$ cat config.mk
export PLATFORM = sky130hd
export DESIGN_NAME = tofs_top
export DESIGN_NICKNAME = d
export VERILOG_FILES = /design/src/tofs_pkg.sv /design/src/tofs_top.sv
export VERILOG_INCLUDE_DIRS = /design/src
export SDC_FILE = /design/constraint.sdc
export NUM_CORES = 1
export LEC_CHECK = 0
export BUFFER_PORTS_ARGS = -buffer_cell sky130_fd_sc_hd__buf_4
export CAP_MARGIN = 20
export CORE_AREA = 2 2 137 139
export CTS_CLUSTER_SIZE = 30
export DETAILED_ROUTE_END_ITERATION = 10
export DIE_AREA = 0 0 139 141
export MAX_ROUTING_LAYER = met4
export PLACE_DENSITY = 0.8
export SETUP_SLACK_MARGIN = 0.1
export SKIP_CTS_REPAIR_TIMING = 1
export SLEW_MARGIN = 5
export SYNTH_ARGS = -nofsm -noshare
export SYNTH_HDL_FRONTEND = slang
export SYNTH_SLANG_ARGS = --single-unit
export TNS_END_PERCENT = 5
$ cat constraint.sdc
create_clock -name mclk -period 4.9 [get_ports mclk]
set_clock_uncertainty 0.05 [all_clocks]
set_input_delay 0.245 -clock mclk [delete_from_list [all_inputs] [get_ports mclk]]
set_output_delay 0.245 -clock mclk [all_outputs]
set_load 0.1 [all_outputs]
$ cat src/tofs_regs.svh
// Register offsets, field positions and reset values of the offset and fan-sense slice
`ifndef TOFS_REGS_SVH
`define TOFS_REGS_SVH

// Register indices; byte address is four times the index
`define TOFS_IDX_REMOTE_ONE_OFS 10'h070
`define TOFS_IDX_LOCAL_OFS 10'h071
`define TOFS_IDX_REMOTE_TWO_OFS 10'h072
`define TOFS_IDX_FAN_AVG_CFG 10'h073
`define TOFS_IDX_LOCK 10'h090
`define TOFS_IDX_READ_REMOTE_ONE 10'h091
`define TOFS_IDX_READ_LOCAL 10'h092
`define TOFS_IDX_READ_REMOTE_TWO 10'h093

// Reset values
`define TOFS_RST_OFS 8'h00
`define TOFS_RST_CFG 8'h00
`define TOFS_RST_LOCK 1'h0

// Field positions in the fan-sense and averaging register
`define TOFS_CFG_SEL_LSB 0
`define TOFS_CFG_SEL_MSB 3
`define TOFS_CFG_AVG_BIT 4
`define TOFS_CFG_USED_MSB 4

// Lock register bit
`define TOFS_LOCK_BIT 0

`endif

$ cat src/tofs_pkg.sv
// Types shared by the offset and fan-sense slice
package tofs_pkg;

	// Channel order of the three temperature paths
	typedef enum logic [1:0] {
		TOFS_CH_REMOTE_ONE,
		TOFS_CH_LOCAL,
		TOFS_CH_REMOTE_TWO
	} tofs_chan_e;

	// Stored offset, signed quarter degrees
	typedef logic signed [7:0] tofs_offset_t;

endpackage : tofs_pkg

$ cat src/tofs_top.sv
// Temperature offset, fan-sense select and averaging control with an APB register slave
//
// Operation
// - Every remote-1 reading gets the signed remote-1 offset added, one LSB being 0.25 C.
// - Every local reading gets the signed local offset added, one LSB being 0.25 C.
// - Every remote-2 reading gets the signed remote-2 offset added, one LSB being 0.25 C.
// - After the lock bit is set, writes to the remote-1 and local offsets no longer change them.
// - The three offsets and the fan-sense/averaging register hold zero after reset.
// - A zero select bit measures that fan from the digital pulse of a 3-wire fan.
// - A one select bit senses that fan as a 2-wire fan through the coupled sense input.
// - In 2-wire mode pulses are detected against a threshold from a separate register input.
// - With averaging disabled each reading is a single conversion rather than an average.
//
// The implementer's own choice: the APB interface to the registers.
`timescale 1ns/100ps
`include "tofs_regs.svh"

module tofs_top #(
	parameter int TEMP_W = 10,
	parameter int AVG_LOG2 = 4,
	parameter int LVL_W = 8
) (
	input wire logic mclk, // System clock, 100 MHz
	input wire logic rst_n, // Synchronous reset, active low
	input wire logic psel, // APB select
	input wire logic penable, // APB enable
	input wire logic pwrite, // APB direction, high for write
	input wire logic [11:0] paddr, // APB byte address
	input wire logic [31:0] pwdata, // APB write data
	input wire logic [3:0] pstrb, // APB byte strobes
	output logic [31:0] prdata, // APB read data
	output logic pready, // APB ready
	output logic pslverr, // APB error on unmapped address
	input wire logic [3*TEMP_W-1:0] raw_temp, // Raw conversions, remote-1 in low slice
	input wire logic [2:0] raw_valid, // Raw conversion strobe per channel
	output logic [3*TEMP_W-1:0] temp_reading, // Corrected readings for limit and fan control
	output logic [2:0] temp_reading_valid, // Pulse when a reading updates
	input wire logic [3:0] fan_speed_pulse, // Digital pulse from 3-wire fans
	input wire logic [4*LVL_W-1:0] fan_sense_level, // Sampled 2-wire sense levels
	input wire logic [LVL_W-1:0] two_wire_threshold, // Detection threshold from its own register
	output logic [3:0] fan_pulse, // Selected fan pulse per input
	output logic [3:0] fan_two_wire_select, // Select bits, high for 2-wire sensing
	output logic averaging_disable // High while averaging is off
);

	// Elaboration-time limits of the parameters
	initial begin
		if (TEMP_W < 9 || TEMP_W > 31 || AVG_LOG2 < 1 || AVG_LOG2 > 8 || LVL_W < 1) begin
			$error("tofs_top: parameter out of range");
		end
	end

	localparam int ACC_W = TEMP_W + AVG_LOG2;
	localparam logic [AVG_LOG2-1:0] CNT_LAST = {AVG_LOG2{1'b1}};
	localparam logic signed [TEMP_W:0] SAT_MAX = (TEMP_W+1)'(2 ** (TEMP_W - 1) - 1);
	localparam logic signed [TEMP_W:0] SAT_MIN = -SAT_MAX - (TEMP_W+1)'(1);

	tofs_pkg::tofs_offset_t ofs_q [3];
	logic [`TOFS_CFG_USED_MSB:0] cfg_q;
	logic lock_q;
	logic [31:0] prdata_q;
	logic pready_q;
	logic pslverr_q;
	logic [3:0] fan_pulse_q;

	// APB decode
	wire [9:0] reg_idx = paddr[11:2];
	wire aligned = paddr[1:0] == 2'h0;
	wire setup_ph = psel && !penable;
	wire wr_take = psel && penable && pready_q && pwrite && !pslverr_q && pstrb[0];
	wire hit_ofs1 = aligned && reg_idx == `TOFS_IDX_REMOTE_ONE_OFS;
	wire hit_ofsl = aligned && reg_idx == `TOFS_IDX_LOCAL_OFS;
	wire hit_ofs2 = aligned && reg_idx == `TOFS_IDX_REMOTE_TWO_OFS;
	wire hit_cfg = aligned && reg_idx == `TOFS_IDX_FAN_AVG_CFG;
	wire hit_lock = aligned && reg_idx == `TOFS_IDX_LOCK;
	wire hit_rd1 = aligned && reg_idx == `TOFS_IDX_READ_REMOTE_ONE;
	wire hit_rdl = aligned && reg_idx == `TOFS_IDX_READ_LOCAL;
	wire hit_rd2 = aligned && reg_idx == `TOFS_IDX_READ_REMOTE_TWO;
	wire rd_only = hit_rd1 || hit_rdl || hit_rd2;
	wire hit_any = hit_ofs1 || hit_ofsl || hit_ofs2 || hit_cfg || hit_lock || rd_only;
	wire bad_access = !hit_any || (pwrite && rd_only);

	// Write enables; the first two are closed once locked
	wire we_ofs1 = wr_take && hit_ofs1 && !lock_q;
	wire we_ofsl = wr_take && hit_ofsl && !lock_q;
	wire we_ofs2 = wr_take && hit_ofs2;
	wire we_cfg = wr_take && hit_cfg;
	wire we_lock = wr_take && hit_lock && pwdata[`TOFS_LOCK_BIT];

	// Read data selection
	wire [31:0] rd_mux =
		hit_ofs1 ? {24'h000000, ofs_q[tofs_pkg::TOFS_CH_REMOTE_ONE]} :
		hit_ofsl ? {24'h000000, ofs_q[tofs_pkg::TOFS_CH_LOCAL]} :
		hit_ofs2 ? {24'h000000, ofs_q[tofs_pkg::TOFS_CH_REMOTE_TWO]} :
		hit_cfg ? {27'h0000000, cfg_q} :
		hit_lock ? {31'h00000000, lock_q} :
		hit_rd1 ? {{(32-TEMP_W){1'b0}}, temp_reading[TEMP_W-1:0]} :
		hit_rdl ? {{(32-TEMP_W){1'b0}}, temp_reading[2*TEMP_W-1:TEMP_W]} :
		hit_rd2 ? {{(32-TEMP_W){1'b0}}, temp_reading[3*TEMP_W-1:2*TEMP_W]} :
		32'h00000000;

	// Bus answer: data and ready are prepared in the setup cycle, access completes at once
	always_ff @(posedge mclk) begin
		if (!rst_n) begin
			prdata_q <= 32'h00000000;
			pready_q <= 1'b0;
			pslverr_q <= 1'b0;
		end else begin
			pready_q <= setup_ph;
			pslverr_q <= setup_ph && bad_access;
			if (setup_ph) begin
				prdata_q <= pwrite ? 32'h00000000 : rd_mux;
			end
		end
	end

	// Offset and configuration storage
	always_ff @(posedge mclk) begin
		if (!rst_n) begin
			ofs_q[0] <= `TOFS_RST_OFS;
			ofs_q[1] <= `TOFS_RST_OFS;
			ofs_q[2] <= `TOFS_RST_OFS;
			cfg_q <= ($bits(cfg_q))'(`TOFS_RST_CFG);
			lock_q <= `TOFS_RST_LOCK;
		end else begin
			if (we_ofs1) ofs_q[tofs_pkg::TOFS_CH_REMOTE_ONE] <= pwdata[7:0];
			if (we_ofsl) ofs_q[tofs_pkg::TOFS_CH_LOCAL] <= pwdata[7:0];
			if (we_ofs2) ofs_q[tofs_pkg::TOFS_CH_REMOTE_TWO] <= pwdata[7:0];
			if (we_cfg) cfg_q <= pwdata[`TOFS_CFG_USED_MSB:0];
			if (we_lock) lock_q <= 1'b1; // Lock holds until reset
		end
	end

	wire avg_off = cfg_q[`TOFS_CFG_AVG_BIT];
	wire [3:0] sel_two_wire = cfg_q[`TOFS_CFG_SEL_MSB:`TOFS_CFG_SEL_LSB];

	// Per channel: optional averaging, then offset add with saturation
	for (genvar c = 0; c < 3; c++) begin : g_chan
		logic signed [ACC_W-1:0] acc_q;
		logic [AVG_LOG2-1:0] cnt_q;
		logic signed [TEMP_W-1:0] rd_q;
		logic vld_q;
		wire signed [TEMP_W-1:0] raw = raw_temp[c*TEMP_W +: TEMP_W];
		wire signed [ACC_W-1:0] raw_ext = ACC_W'(raw);
		wire signed [ACC_W-1:0] acc_sum = acc_q + raw_ext;
		wire avg_done = cnt_q == CNT_LAST;
		wire signed [TEMP_W-1:0] avg_val = TEMP_W'(acc_sum >>> AVG_LOG2);
		wire take = raw_valid[c] && (avg_off || avg_done);
		wire signed [TEMP_W-1:0] base = avg_off ? raw : avg_val;
		wire signed [TEMP_W:0] ofs_ext = (TEMP_W+1)'(ofs_q[c]);
		wire signed [TEMP_W:0] sum = (TEMP_W+1)'(base) + ofs_ext;
		wire signed [TEMP_W-1:0] sat =
			sum > SAT_MAX ? TEMP_W'(SAT_MAX) :
			sum < SAT_MIN ? TEMP_W'(SAT_MIN) :
			TEMP_W'(sum);

		// Accumulate a block of conversions unless averaging is off
		always_ff @(posedge mclk) begin
			if (!rst_n) begin
				acc_q <= '0;
				cnt_q <= '0;
			end else if (avg_off) begin
				acc_q <= '0;
				cnt_q <= '0;
			end else if (raw_valid[c]) begin
				acc_q <= avg_done ? '0 : acc_sum;
				cnt_q <= AVG_LOG2'(cnt_q + 1'b1);
			end
		end

		// Reading register holds the corrected value
		always_ff @(posedge mclk) begin
			if (!rst_n) begin
				rd_q <= '0;
				vld_q <= 1'b0;
			end else begin
				vld_q <= take;
				if (take) rd_q <= sat;
			end
		end

		assign temp_reading[c*TEMP_W +: TEMP_W] = rd_q;
		assign temp_reading_valid[c] = vld_q;
	end

	// Fan pulse source per input
	for (genvar f = 0; f < 4; f++) begin : g_fan
		wire two_wire_hit = fan_sense_level[f*LVL_W +: LVL_W] > two_wire_threshold;
		wire pulse_src = sel_two_wire[f] ? two_wire_hit : fan_speed_pulse[f];
		always_ff @(posedge mclk) begin
			if (!rst_n) begin
				fan_pulse_q[f] <= 1'b0;
			end else begin
				fan_pulse_q[f] <= pulse_src;
			end
		end
	end

	// Outputs straight from flip-flops
	assign prdata = prdata_q;
	assign pready = pready_q;
	assign pslverr = pslverr_q;
	assign fan_pulse = fan_pulse_q;
	assign fan_two_wire_select = sel_two_wire;
	assign averaging_disable = avg_off;

endmodule : tofs_top

==> results of run 1 <==
## path summary, 6_finish.rpt
check                      end  slack [ps]  cells past startpoint
max          g_chan[2].rd_q[1]         400                     18
min                   cfg_q[4]           7                      3
max reg2reg  g_chan[2].rd_q[1]         400                     18
min reg2reg          prdata[0]         430                      2
## Yosys cell counts, drive strengths merged, types with 4 or more instances
cell | n | area [um2]
a221oi | 6 | 52.6
nor2 | 91 | 349
o31a | 4 | 35.0
xnor2 | 35 | 307
o21bai | 10 | 75.1
inv | 46 | 173
a211oi | 5 | 37.5
edfxtp | 24 | 721
a32o | 4 | 40.0
a21oi | 89 | 445
a2111oi | 4 | 57.6
buf | 31 | 229
ha | 107 | 1340
a22oi | 15 | 113
o31ai | 8 | 78.8
o2bb2ai | 13 | 114
o211ai | 7 | 52.6
nor3 | 15 | 75.1
o22ai | 5 | 31.3
a31oi | 13 | 81.3
a21o | 13 | 97.6
and2 | 29 | 181
clkbuf | 32 | 160
or2 | 4 | 25.0
nand3 | 16 | 80.1
fa | 6 | 120
mux2i | 18 | 180
nand2b | 15 | 93.8
xor2 | 37 | 324
mux2 | 12 | 135
maj3 | 25 | 250
nand2 | 72 | 275
o21ai | 78 | 394
dfxtp | 109 | 2180
a2bb2oi | 4 | 35.0
nand4 | 12 | 75.1
o21a | 21 | 158
nor2b | 19 | 119
## power by group
group | internal [mW] | switching [mW] | total, mW
Combinational | 0.661 | 0.880 | 1.54
Clock | 0.708 | 0.557 | 1.27
Sequential | 1.17 | 0.0389 | 1.21
Total | 2.54 | 1.48 | 4.01
## layer usage
layer,up-vias,global-route usage (%)
met5,-,-
met4,0,10.5
met3,74,5.20
met2,319,45.3
met1,4133,35.1
li1,4258,-
## cell type report
class                      instances  area share [%]
clock buffer                      20            4.05
tap                              234            2.54
inverter                          48            1.56
clock inverter                    12           0.889
multi-input combinational        877            55.0
timing repair buffer             167            10.8
sequential                       133            25.2
## placed cells by master, fill, tap and decap left out, types with 7 or more instances in the layout
cell type,n
buf_4,166
dfxtp_1,108
ha_1,107
nor2_1,90
a21oi_1,89
o21ai_0,73
nand2_1,70
inv_1,46
xor2_1,37
xnor2_1,35
and2_1,28
maj3_1,25
edfxtp_1,24
conb_1,22
o21a_1,21
nor2b_1,19
mux2i_1,18
clkbuf_16,18
nand3_1,16
nand2b_1,15
a22oi_1,15
nor3_1,14
a21o_1,13
a31oi_1,13
o2bb2ai_1,13
mux2_2,12
nand4_1,12
o21bai_1,10
o211ai_1,7
## critical path, stage by stage, from the launching register on
cell and delay, ps:
dfxtp_1 310, ha_1 220, fa_1 420, a21o_1 190
a21oi_1 200, nand2b_1 180, a211o_1 160, nand2_1 60
nor2_1 120, xor2_1 190, o21ai_0 120, ha_1 230
or2_2 310, a211oi_1 310, o21bai_1 120, a21oi_1 180
xor2_1 630, maj3_1 310, a21oi_1 60
## cells by family after synthesis
family	Yosys count	share of synthesized area, %
compound gates	319	21.5
simple gates	294	14.9
fa+ha+maj	138	17.5
flops	133	29.7
buf+inv	113	6.28
xor+xnor	72	6.45
mux	32	3.69
other cells	1	0.0384
## state kept, by name (all words and copies together) (netlist names), 3 cells and up
register,flops
g_chan.acc_q,42
g_chan.cnt_q,12
cfg_q,5
prdata,10
ofs_q,24
g_chan.rd_q,30
fan_pulse,4
g_chan.vld_q,3
## per-stage QoR
stage	utilization (%)	setup WS (ps)	std cells	area [um2]	hold WS [ps]
finish	63.2	397	1491	11500	6.64
global route	63.2	7.44	1491	11500	13.3
CTS	63.1	150	1490	11500	0.156
detailed placement	60.0	198	1458	11000	418
global placement	60.0	224	1458	11000	410
floorplan	-	791	1123	9850	339
==> results_dict.tcl, run 1 <==
set metrics [dict create \
    status "completed" \
    grt_pass1_wl_um 42600 \
    met2_length_um 12900 \
    startpoint "g_chan[2].acc_q[0]" \
    vias 8784 \
    yosys_warnings 0 \
    drt_wl_total_um 26800 \
    numCtsBuffers 17 \
    gp_congestion 0.942 \
    grt_usage_pct 28.0 \
    layout-drive-gt1-share_pct 18.5 \
    n_antenna_cell 0 \
    crit_required_ps 5160 \
    max_slew_margin_pct 45.0 \
    dr_wl_met3_um 1690 \
    min_period_ps 4500 \
    multiInputGateArea_um2 6340 \
    root_buffer "clkbuf_16" \
    drv_slew 0 \
    ys_async_sr_fraction_pct 0 \
    netlist_instances 1102 \
    clock_path_buffers 2 \
    maxCapViolCount 0 \
    vias_per_cell 5.89 \
    end_kind "register" \
    die_w_um 139 \
    power_mw 4.01 \
    cts_tree "yes" \
    portBuffers 156 \
    drcViolationCount 0 \
    synth-seq-cells 133 \
    num_rows 50 \
    dp.final_hpwl_um 20400 \
    cp-start-kind "register" \
    timing.final.crit_share_pct 91.9 \
    grt_pass1_vias 8390 \
    h-tree-depth 4 \
    synthesis.area_um2 9780 \
    top_layer "met4" \
    regArea_um2 2900 \
    ir_drop_v 0.000306 \
    tightest_slew_ps 824 \
    power.density_nw_per_um2 348 \
    hp-class "in2reg" \
    die_y_um 141 \
    avgRoutedWirePerCell_um 18.0 \
    hp-start "pwdata[4]" \
    first_iter_violations 747 \
    setup_violations 0 \
    hold_viol 0 \
    path_class "reg2reg" \
    dieArea_um2 19600 \
    yosys_most_used_dff "dfxtp_1" \
    routedLengthMet1_um 11400 \
    start_util_pct 53.5 \
    fmax_mhz 222 \
    clkLatencyLatePin_ps 440 \
    cts.clk_slew.worst_paths_ps 70 \
    detail-route-antenna-nets 0 \
    fin_nets 1487 \
    ios 206 \
    worstPathMaxFanout 9 \
    synth_cell_types 80 \
    overflow 0 \
    timing.rr.start "g_chan[2].acc_q[0]" \
    rsz0062_at_grt "true" \
    firstDrtPassIters 5 \
    leakage_nw 5.13 \
    grt_max_degree 43 \
    cts.sinks 133 \
    seq_area_frac_synth_pct 29.7 \
    antenna_found_initial 0 \
    area_growth_pct 18.1 \
    crit_arrival_ps 4770 \
    synth_edf_count 24 \
    setup_tns_ps 0 \
    fillCellCount 1532 \
    core_area_um2 18300 \
    syn_avg_cell_area_um2 8.87 \
]
Note: power is estimated with default switching activity, not from simulation.
==> inputs of run 2 (changes only) <==
--- a/config.mk
+++ b/config.mk
@@ -8,12 +8,13 @@
 export LEC_CHECK = 0
 export BUFFER_PORTS_ARGS = -buffer_cell sky130_fd_sc_hd__buf_4
 export CAP_MARGIN = 20
-export CORE_AREA = 2 2 137 139
+export CORE_AREA = 2 2 136 138
+export CTS_BUF_LIST = sky130_fd_sc_hd__clkbuf_16
 export CTS_CLUSTER_SIZE = 30
 export DETAILED_ROUTE_END_ITERATION = 10
-export DIE_AREA = 0 0 139 141
+export DIE_AREA = 0 0 138 140
 export MAX_ROUTING_LAYER = met4
-export PLACE_DENSITY = 0.8
+export PLACE_DENSITY = 0.81
 export SETUP_SLACK_MARGIN = 0.1
 export SKIP_CTS_REPAIR_TIMING = 1
 export SLEW_MARGIN = 5
==> results_dict.tcl, run 2 (synthesis results as in run 1) <==
set metrics [dict create \
    status "completed" \
    numCtsBuffers 17 \
    worstPathMaxFanout 9 \
    h-tree-depth 4 \
    largest_reg_flops 42 \
    clock_power_share_pct 31.1 \
    start_util_pct 55.0 \
    layout-drive-gt1-share_pct 18.6 \
    reg.largest.list "g_chan.acc_q: 42 flops, g_chan.rd_q: 30 flops, ofs_q: 24 flops" \
    switching_share_pct 36.6 \
    firstDrtPassIters 8 \
    die_w_um 138 \
    hold_end "cfg_q[4]" \
    power.density_nw_per_um2 348 \
    fillCellCount 1477 \
    design_area_um2 11500 \
    internal_power_mw 2.55 \
    path_class "reg2reg" \
    area_growth_pct 18.1 \
    die_y_um 140 \
    drv_slew 0 \
    detail-route-antenna-nets 0 \
    crit_required_ps 5210 \
    maxCapViolCount 0 \
    seqPwrFrac_pct 30.1 \
    dieArea_um2 19300 \
    n_antenna_cell 0 \
    reg2reg_to "g_chan[1].rd_q[6]" \
    root_buffer "clkbuf_16" \
    final_cell_mix "buf_4 (168), dfxtp_1 (108), ha_1 (107)" \
    hold_viol 0 \
    cts_tree "yes" \
    crit_arrival_ps 4860 \
    cts.clk_slew.worst_paths_ps 70 \
    drt_wl_total_um 26800 \
    final_common_cell "buf_4" \
    grt_pass1_wl_um 42800 \
    comb_power_share_pct 38.8 \
    crit_buf_inv 1 \
    cp-start-kind "register" \
    ios 206 \
    dp.final_hpwl_um 20700 \
    setup_tns_ps 0 \
    cts.sinks 133 \
    grt_usage_pct 28.3 \
    grt_max_degree 43 \
    portBuffers 156 \
    overflow 0 \
    r2r_cells 18 \
    path_common_cell "a21oi_1" \
    hp-class "in2reg" \
    clock_path_buffers 2 \
    power_switching_mw 1.47 \
    first_iter_violations 564 \
    max_slew_margin_pct 50.4 \
    hp-start "pwdata[4]" \
    leakage_nw 5.12 \
    end_kind "register" \
    top_register "g_chan.acc_q" \
    antenna_found_initial 0 \
    crit_family "compound AO/OA/AOI/OAI gates" \
    finalHoldWorstSlack_ps 12.8 \
    grt_pass1_vias 8493 \
    drcViolationCount 0 \
    timing.rr.start "g_chan[1].acc_q[0]" \
    min_period_ps 4540 \
    rsz0062_at_grt "false" \
    vias 8758 \
    max_stage_delay_ps 490 \
    whs_path_depth 3 \
    core_area_um2 17800 \
    num_rows 49 \
    slowest_stage "a21oi_1" \
    ir_drop_v 0.000302 \
    place_area_um2 11000 \
    fmax_mhz 220 \
    cp_cell_sequence "ha_1, fa_1, nand2_1, nand2_1, a21oi_1, xnor2_1, o21ai_0, ha_1, inv_1, fa_1, nor2b_1, o21a_1, o211ai_1, a21oi_1, a2111o_1, o21ai_2, maj3_1, a21oi_1" \
    timing.final.crit_share_pct 92.7 \
    fin_nets 1489 \
    tightest_slew_ps 743 \
    clkLatencyLatePin_ps 440 \
    gp_congestion 0.934 \
    rrSetupSlack_ps 360 \
    avgRoutedWirePerCell_um 18.0 \
    setup_violations 0 \
    vias_per_cell 5.89 \
]
## run 2: power by group through the flow
stage	combinational (mW)	sequential (mW)	clock [mW]
2_1_floorplan	1.19	1.24	0
5_1_grt	1.72	1.21	1.31
4_1_cts	1.55	1.21	1.26
3_5_place_dp	1.53	1.23	0
3_3_place_gp	1.49	1.23	0
6_report	1.56	1.21	1.25
## run 2: worst max-delay path by stage
stage                     slack, ps           endpoint  cells past startpoint                from
final                           360  g_chan[1].rd_q[6]                     18  g_chan[1].acc_q[0]
after global routing            150  g_chan[1].rd_q[2]                     18  g_chan[1].acc_q[0]
after CTS                       270  g_chan[0].rd_q[0]                     18  g_chan[0].acc_q[0]
after detailed placement        260  g_chan[0].rd_q[0]                     19         raw_temp[0]
after global placement          280  g_chan[0].rd_q[1]                     19         raw_temp[0]
after floorplan                 790  g_chan[0].rd_q[0]                     18  g_chan[0].acc_q[0]
## run 2: per-stage QoR
step	utilization [%]	total power [mW]	cells	setup slack [ps]
floorplan	-	2.42	1123	791
global placement	61.7	2.72	1455	283
detailed placement	61.7	2.76	1455	260
CTS	64.9	4.02	1487	274
global route	64.9	4.24	1488	153
finish	64.9	4.02	1488	357
## run 2: final cells by class
| type | count | area (um2) | share of cell area [%] |
|---|---|---|---|
| well taps | 229 | 287 | 2.48 |
| multi-input cells | 877 | 6340 | 54.9 |
| flip-flops and latches | 133 | 2900 | 25.1 |
| clock buffers | 17 | 425 | 3.68 |
| inverters | 48 | 180 | 1.56 |
| clock inverters | 15 | 143 | 1.24 |
| repair buffers | 169 | 1270 | 11.0 |
## run 2: routing by layer
layer  vias to the layer above  share of wire [%]  track usage (%)
met1                      4156                 43             35.2
met3                        61                7.0             5.44
met4                         0                2.8             10.3
met2                       300                 48             46.2
li1                       4241                  -                -
met5                         -                  0                -
## run 2: worst min-delay path, delay by kind of cell
kind                   cells  cell delay [ps]
buffers and inverters      1               90
and+or+nand+nor            1               70
muxes                      1               60
==> inputs of run 3 (changes only) <==
--- a/config.mk
+++ b/config.mk
@@ -6,7 +6,7 @@
 export SDC_FILE = /design/constraint.sdc
 export NUM_CORES = 1
 export LEC_CHECK = 0
-export BUFFER_PORTS_ARGS = -buffer_cell sky130_fd_sc_hd__buf_4
+export BUFFER_PORTS_ARGS = -buffer_cell sky130_fd_sc_hd__buf_2
 export CAP_MARGIN = 20
 export CORE_AREA = 2 2 136 138
 export CTS_BUF_LIST = sky130_fd_sc_hd__clkbuf_16
==> results_dict.tcl, run 3 (synthesis results as in run 1) <==
set metrics [dict create \
    leakage_nw 5.11 \
    num_rows 49 \
    clkLatencyLatePin_ps 430 \
    core_area_um2 17800 \
    final_common_cell "buf_2" \
    timing.final.crit_share_pct 91.4 \
    fillCellCount 1511 \
    grt_pass1_wl_um 43000 \
    slowest_stage "a21oi_1" \
    overflow 0 \
    path_common_cell "a21oi_1" \
    switching_share_pct 34.7 \
    dp_cells 1456 \
    drcViolationCount 0 \
    grt_pass1_vias 8361 \
    cp_cell_sequence "ha_1, fa_1, nand2_1, nand2_1, a21oi_1, xnor2_1, o21ai_0, ha_1, inv_1, fa_1, nor2b_1, o21a_1, o211ai_1, a21oi_1, a2111o_1, o21ai_2, maj3_1, a21oi_1" \
    critPathCapture "g_chan[1].rd_q[1]" \
    crit_family "compound AO/OA/AOI/OAI gates" \
    numCtsBuffers 17 \
    avgRoutedWirePerCell_um 18.3 \
    multiInputGateArea_um2 6340 \
    max_slew_margin_pct 47.5 \
    cts_tree "yes" \
    die_y_um 140 \
    final_cell_mix "buf_2 (156), dfxtp_1 (108), ha_1 (107)" \
    portBuffers 156 \
    layout-drive-gt1-share_pct 18.7 \
    cts.sinks 133 \
    status "completed" \
    vias_per_cell 5.93 \
    dp.final_hpwl_um 20500 \
    min_period_ps 4480 \
    regArea_um2 2900 \
    power_switching_mw 1.47 \
    drt_wl_total_um 27200 \
    area_growth_pct 15.4 \
    largest_reg_flops 42 \
    cp-start-kind "register" \
    path_class "reg2reg" \
    hold_viol 0 \
    top_register "g_chan.acc_q" \
    h-tree-depth 4 \
    first_iter_violations 701 \
    clock_power_share_pct 35.1 \
    gp_congestion 0.945 \
    grt_max_degree 42 \
    comb_power_share_pct 36.4 \
    max_stage_delay_ps 480 \
    cts.clk_slew.worst_paths_ps 60 \
    grt_usage_pct 28.6 \
    rsz0062_at_grt "false" \
    detail-route-antenna-nets 0 \
    antenna_found_initial 0 \
    die_w_um 138 \
    timing.rr.start "g_chan[1].acc_q[0]" \
    fmax_mhz 223 \
    fin_nets 1490 \
    ios 206 \
    reg2reg_to "g_chan[1].rd_q[1]" \
    maxCapViolCount 0 \
    firstDrtPassIters 8 \
    dieArea_um2 19300 \
    end_kind "register" \
    setup_tns_ps 0 \
    hp-class "in2reg" \
    root_buffer "clkbuf_16" \
    crit_arrival_ps 4780 \
    rrSetupSlack_ps 420 \
    crit_required_ps 5200 \
    fin_cells 1489 \
    r2r_cells 18 \
    ir_drop_v 0.000285 \
    start_util_pct 55.0 \
    cp_num_cells 18 \
    tightest_slew_ps 786 \
    seqPwrFrac_pct 28.5 \
    vias 8832 \
    internal_power_mw 2.77 \
    power.density_nw_per_um2 376 \
    drv_slew 0 \
    worstPathMaxFanout 9 \
    clock_path_buffers 2 \
    crit_buf_inv 1 \
    setup_violations 0 \
    finalHoldWorstSlack_ps 20.8 \
    reg.largest.list "g_chan.acc_q: 42 flops, g_chan.rd_q: 30 flops, ofs_q: 24 flops" \
    startpoint "g_chan[1].acc_q[0]" \
    n_antenna_cell 0 \
]
==> run 3: changes by cell type in the layout (fill, tap and decap cells not counted), moves of 2 or more <==
| cell | delta |
|---|---|
| clkinvlp_4 | -3 |
| buf_2 | +155 |
| buf_4 | -155 |
| clkbuf_16 | +3 |
| inv_6 | -2 |
| bufinv_16 | +3 |
==> run 3: worst min-delay path by stage <==
stage / to / start / depth (start not counted)
6_report: fan_pulse[3] / fan_speed_pulse[3] / 3
5_1_grt: fan_pulse[3] / fan_speed_pulse[3] / 3
4_1_cts: fan_pulse[3] / fan_speed_pulse[3] / 3
3_5_place_dp: prdata[0] / prdata[0] / 2
3_3_place_gp: prdata[0] / prdata[0] / 2
2_1_floorplan: cfg_q[0] / pwdata[0] / 2
==> run 3: metal layers <==
layer / track usage (%) / share of wire (%)
met5: - / 0
met4: 9.94 / 2.5
met3: 5.78 / 7.1
met2: 46.1 / 47
met1: 36.1 / 43
==> run 3: final cells by class <==
class / count / share of cell area (%)
flip-flops and latches: 133 / 25.7
multi-input cells: 877 / 56.2
repair buffers: 170 / 7.83
clock buffers: 20 / 4.44
inverters: 48 / 1.60
well taps: 229 / 2.54
clock inverters: 12 / 1.62
==> run 3: tightest hold or removal path, delay by kind of cell <==
kind | cells | cell delay [ps]
AOI/OAI and AO/OA | 1 | 50
and+or+nand+nor | 1 | 60
buffers and inverters | 1 | 100
==> run 3: power groups by stage <==
| stage | Combinational (mW) | Clock [mW] | Sequential [mW] |
|---|---|---|---|
| 3_5_place_dp | 1.51 | 0 | 1.23 |
| 3_3_place_gp | 1.47 | 0 | 1.23 |
| 5_1_grt | 1.70 | 1.55 | 1.22 |
| 4_1_cts | 1.53 | 1.50 | 1.21 |
| 6_report | 1.54 | 1.49 | 1.21 |
| 2_1_floorplan | 1.19 | 0 | 1.24 |
==> run 3: metrics by stage <==
| stage | setup slack (ps) | cell area, um2 | util (%) | total power [mW] |
|---|---|---|---|---|
| floorplan | 791 | 9850 | - | 2.42 |
| global placement | 272 | 10600 | 59.5 | 2.70 |
| detailed placement | 168 | 10600 | 59.5 | 2.74 |
| CTS | 225 | 11300 | 63.4 | 4.23 |
| global route | 169 | 11300 | 63.4 | 4.46 |
| finish | 420 | 11300 | 63.4 | 4.24 |
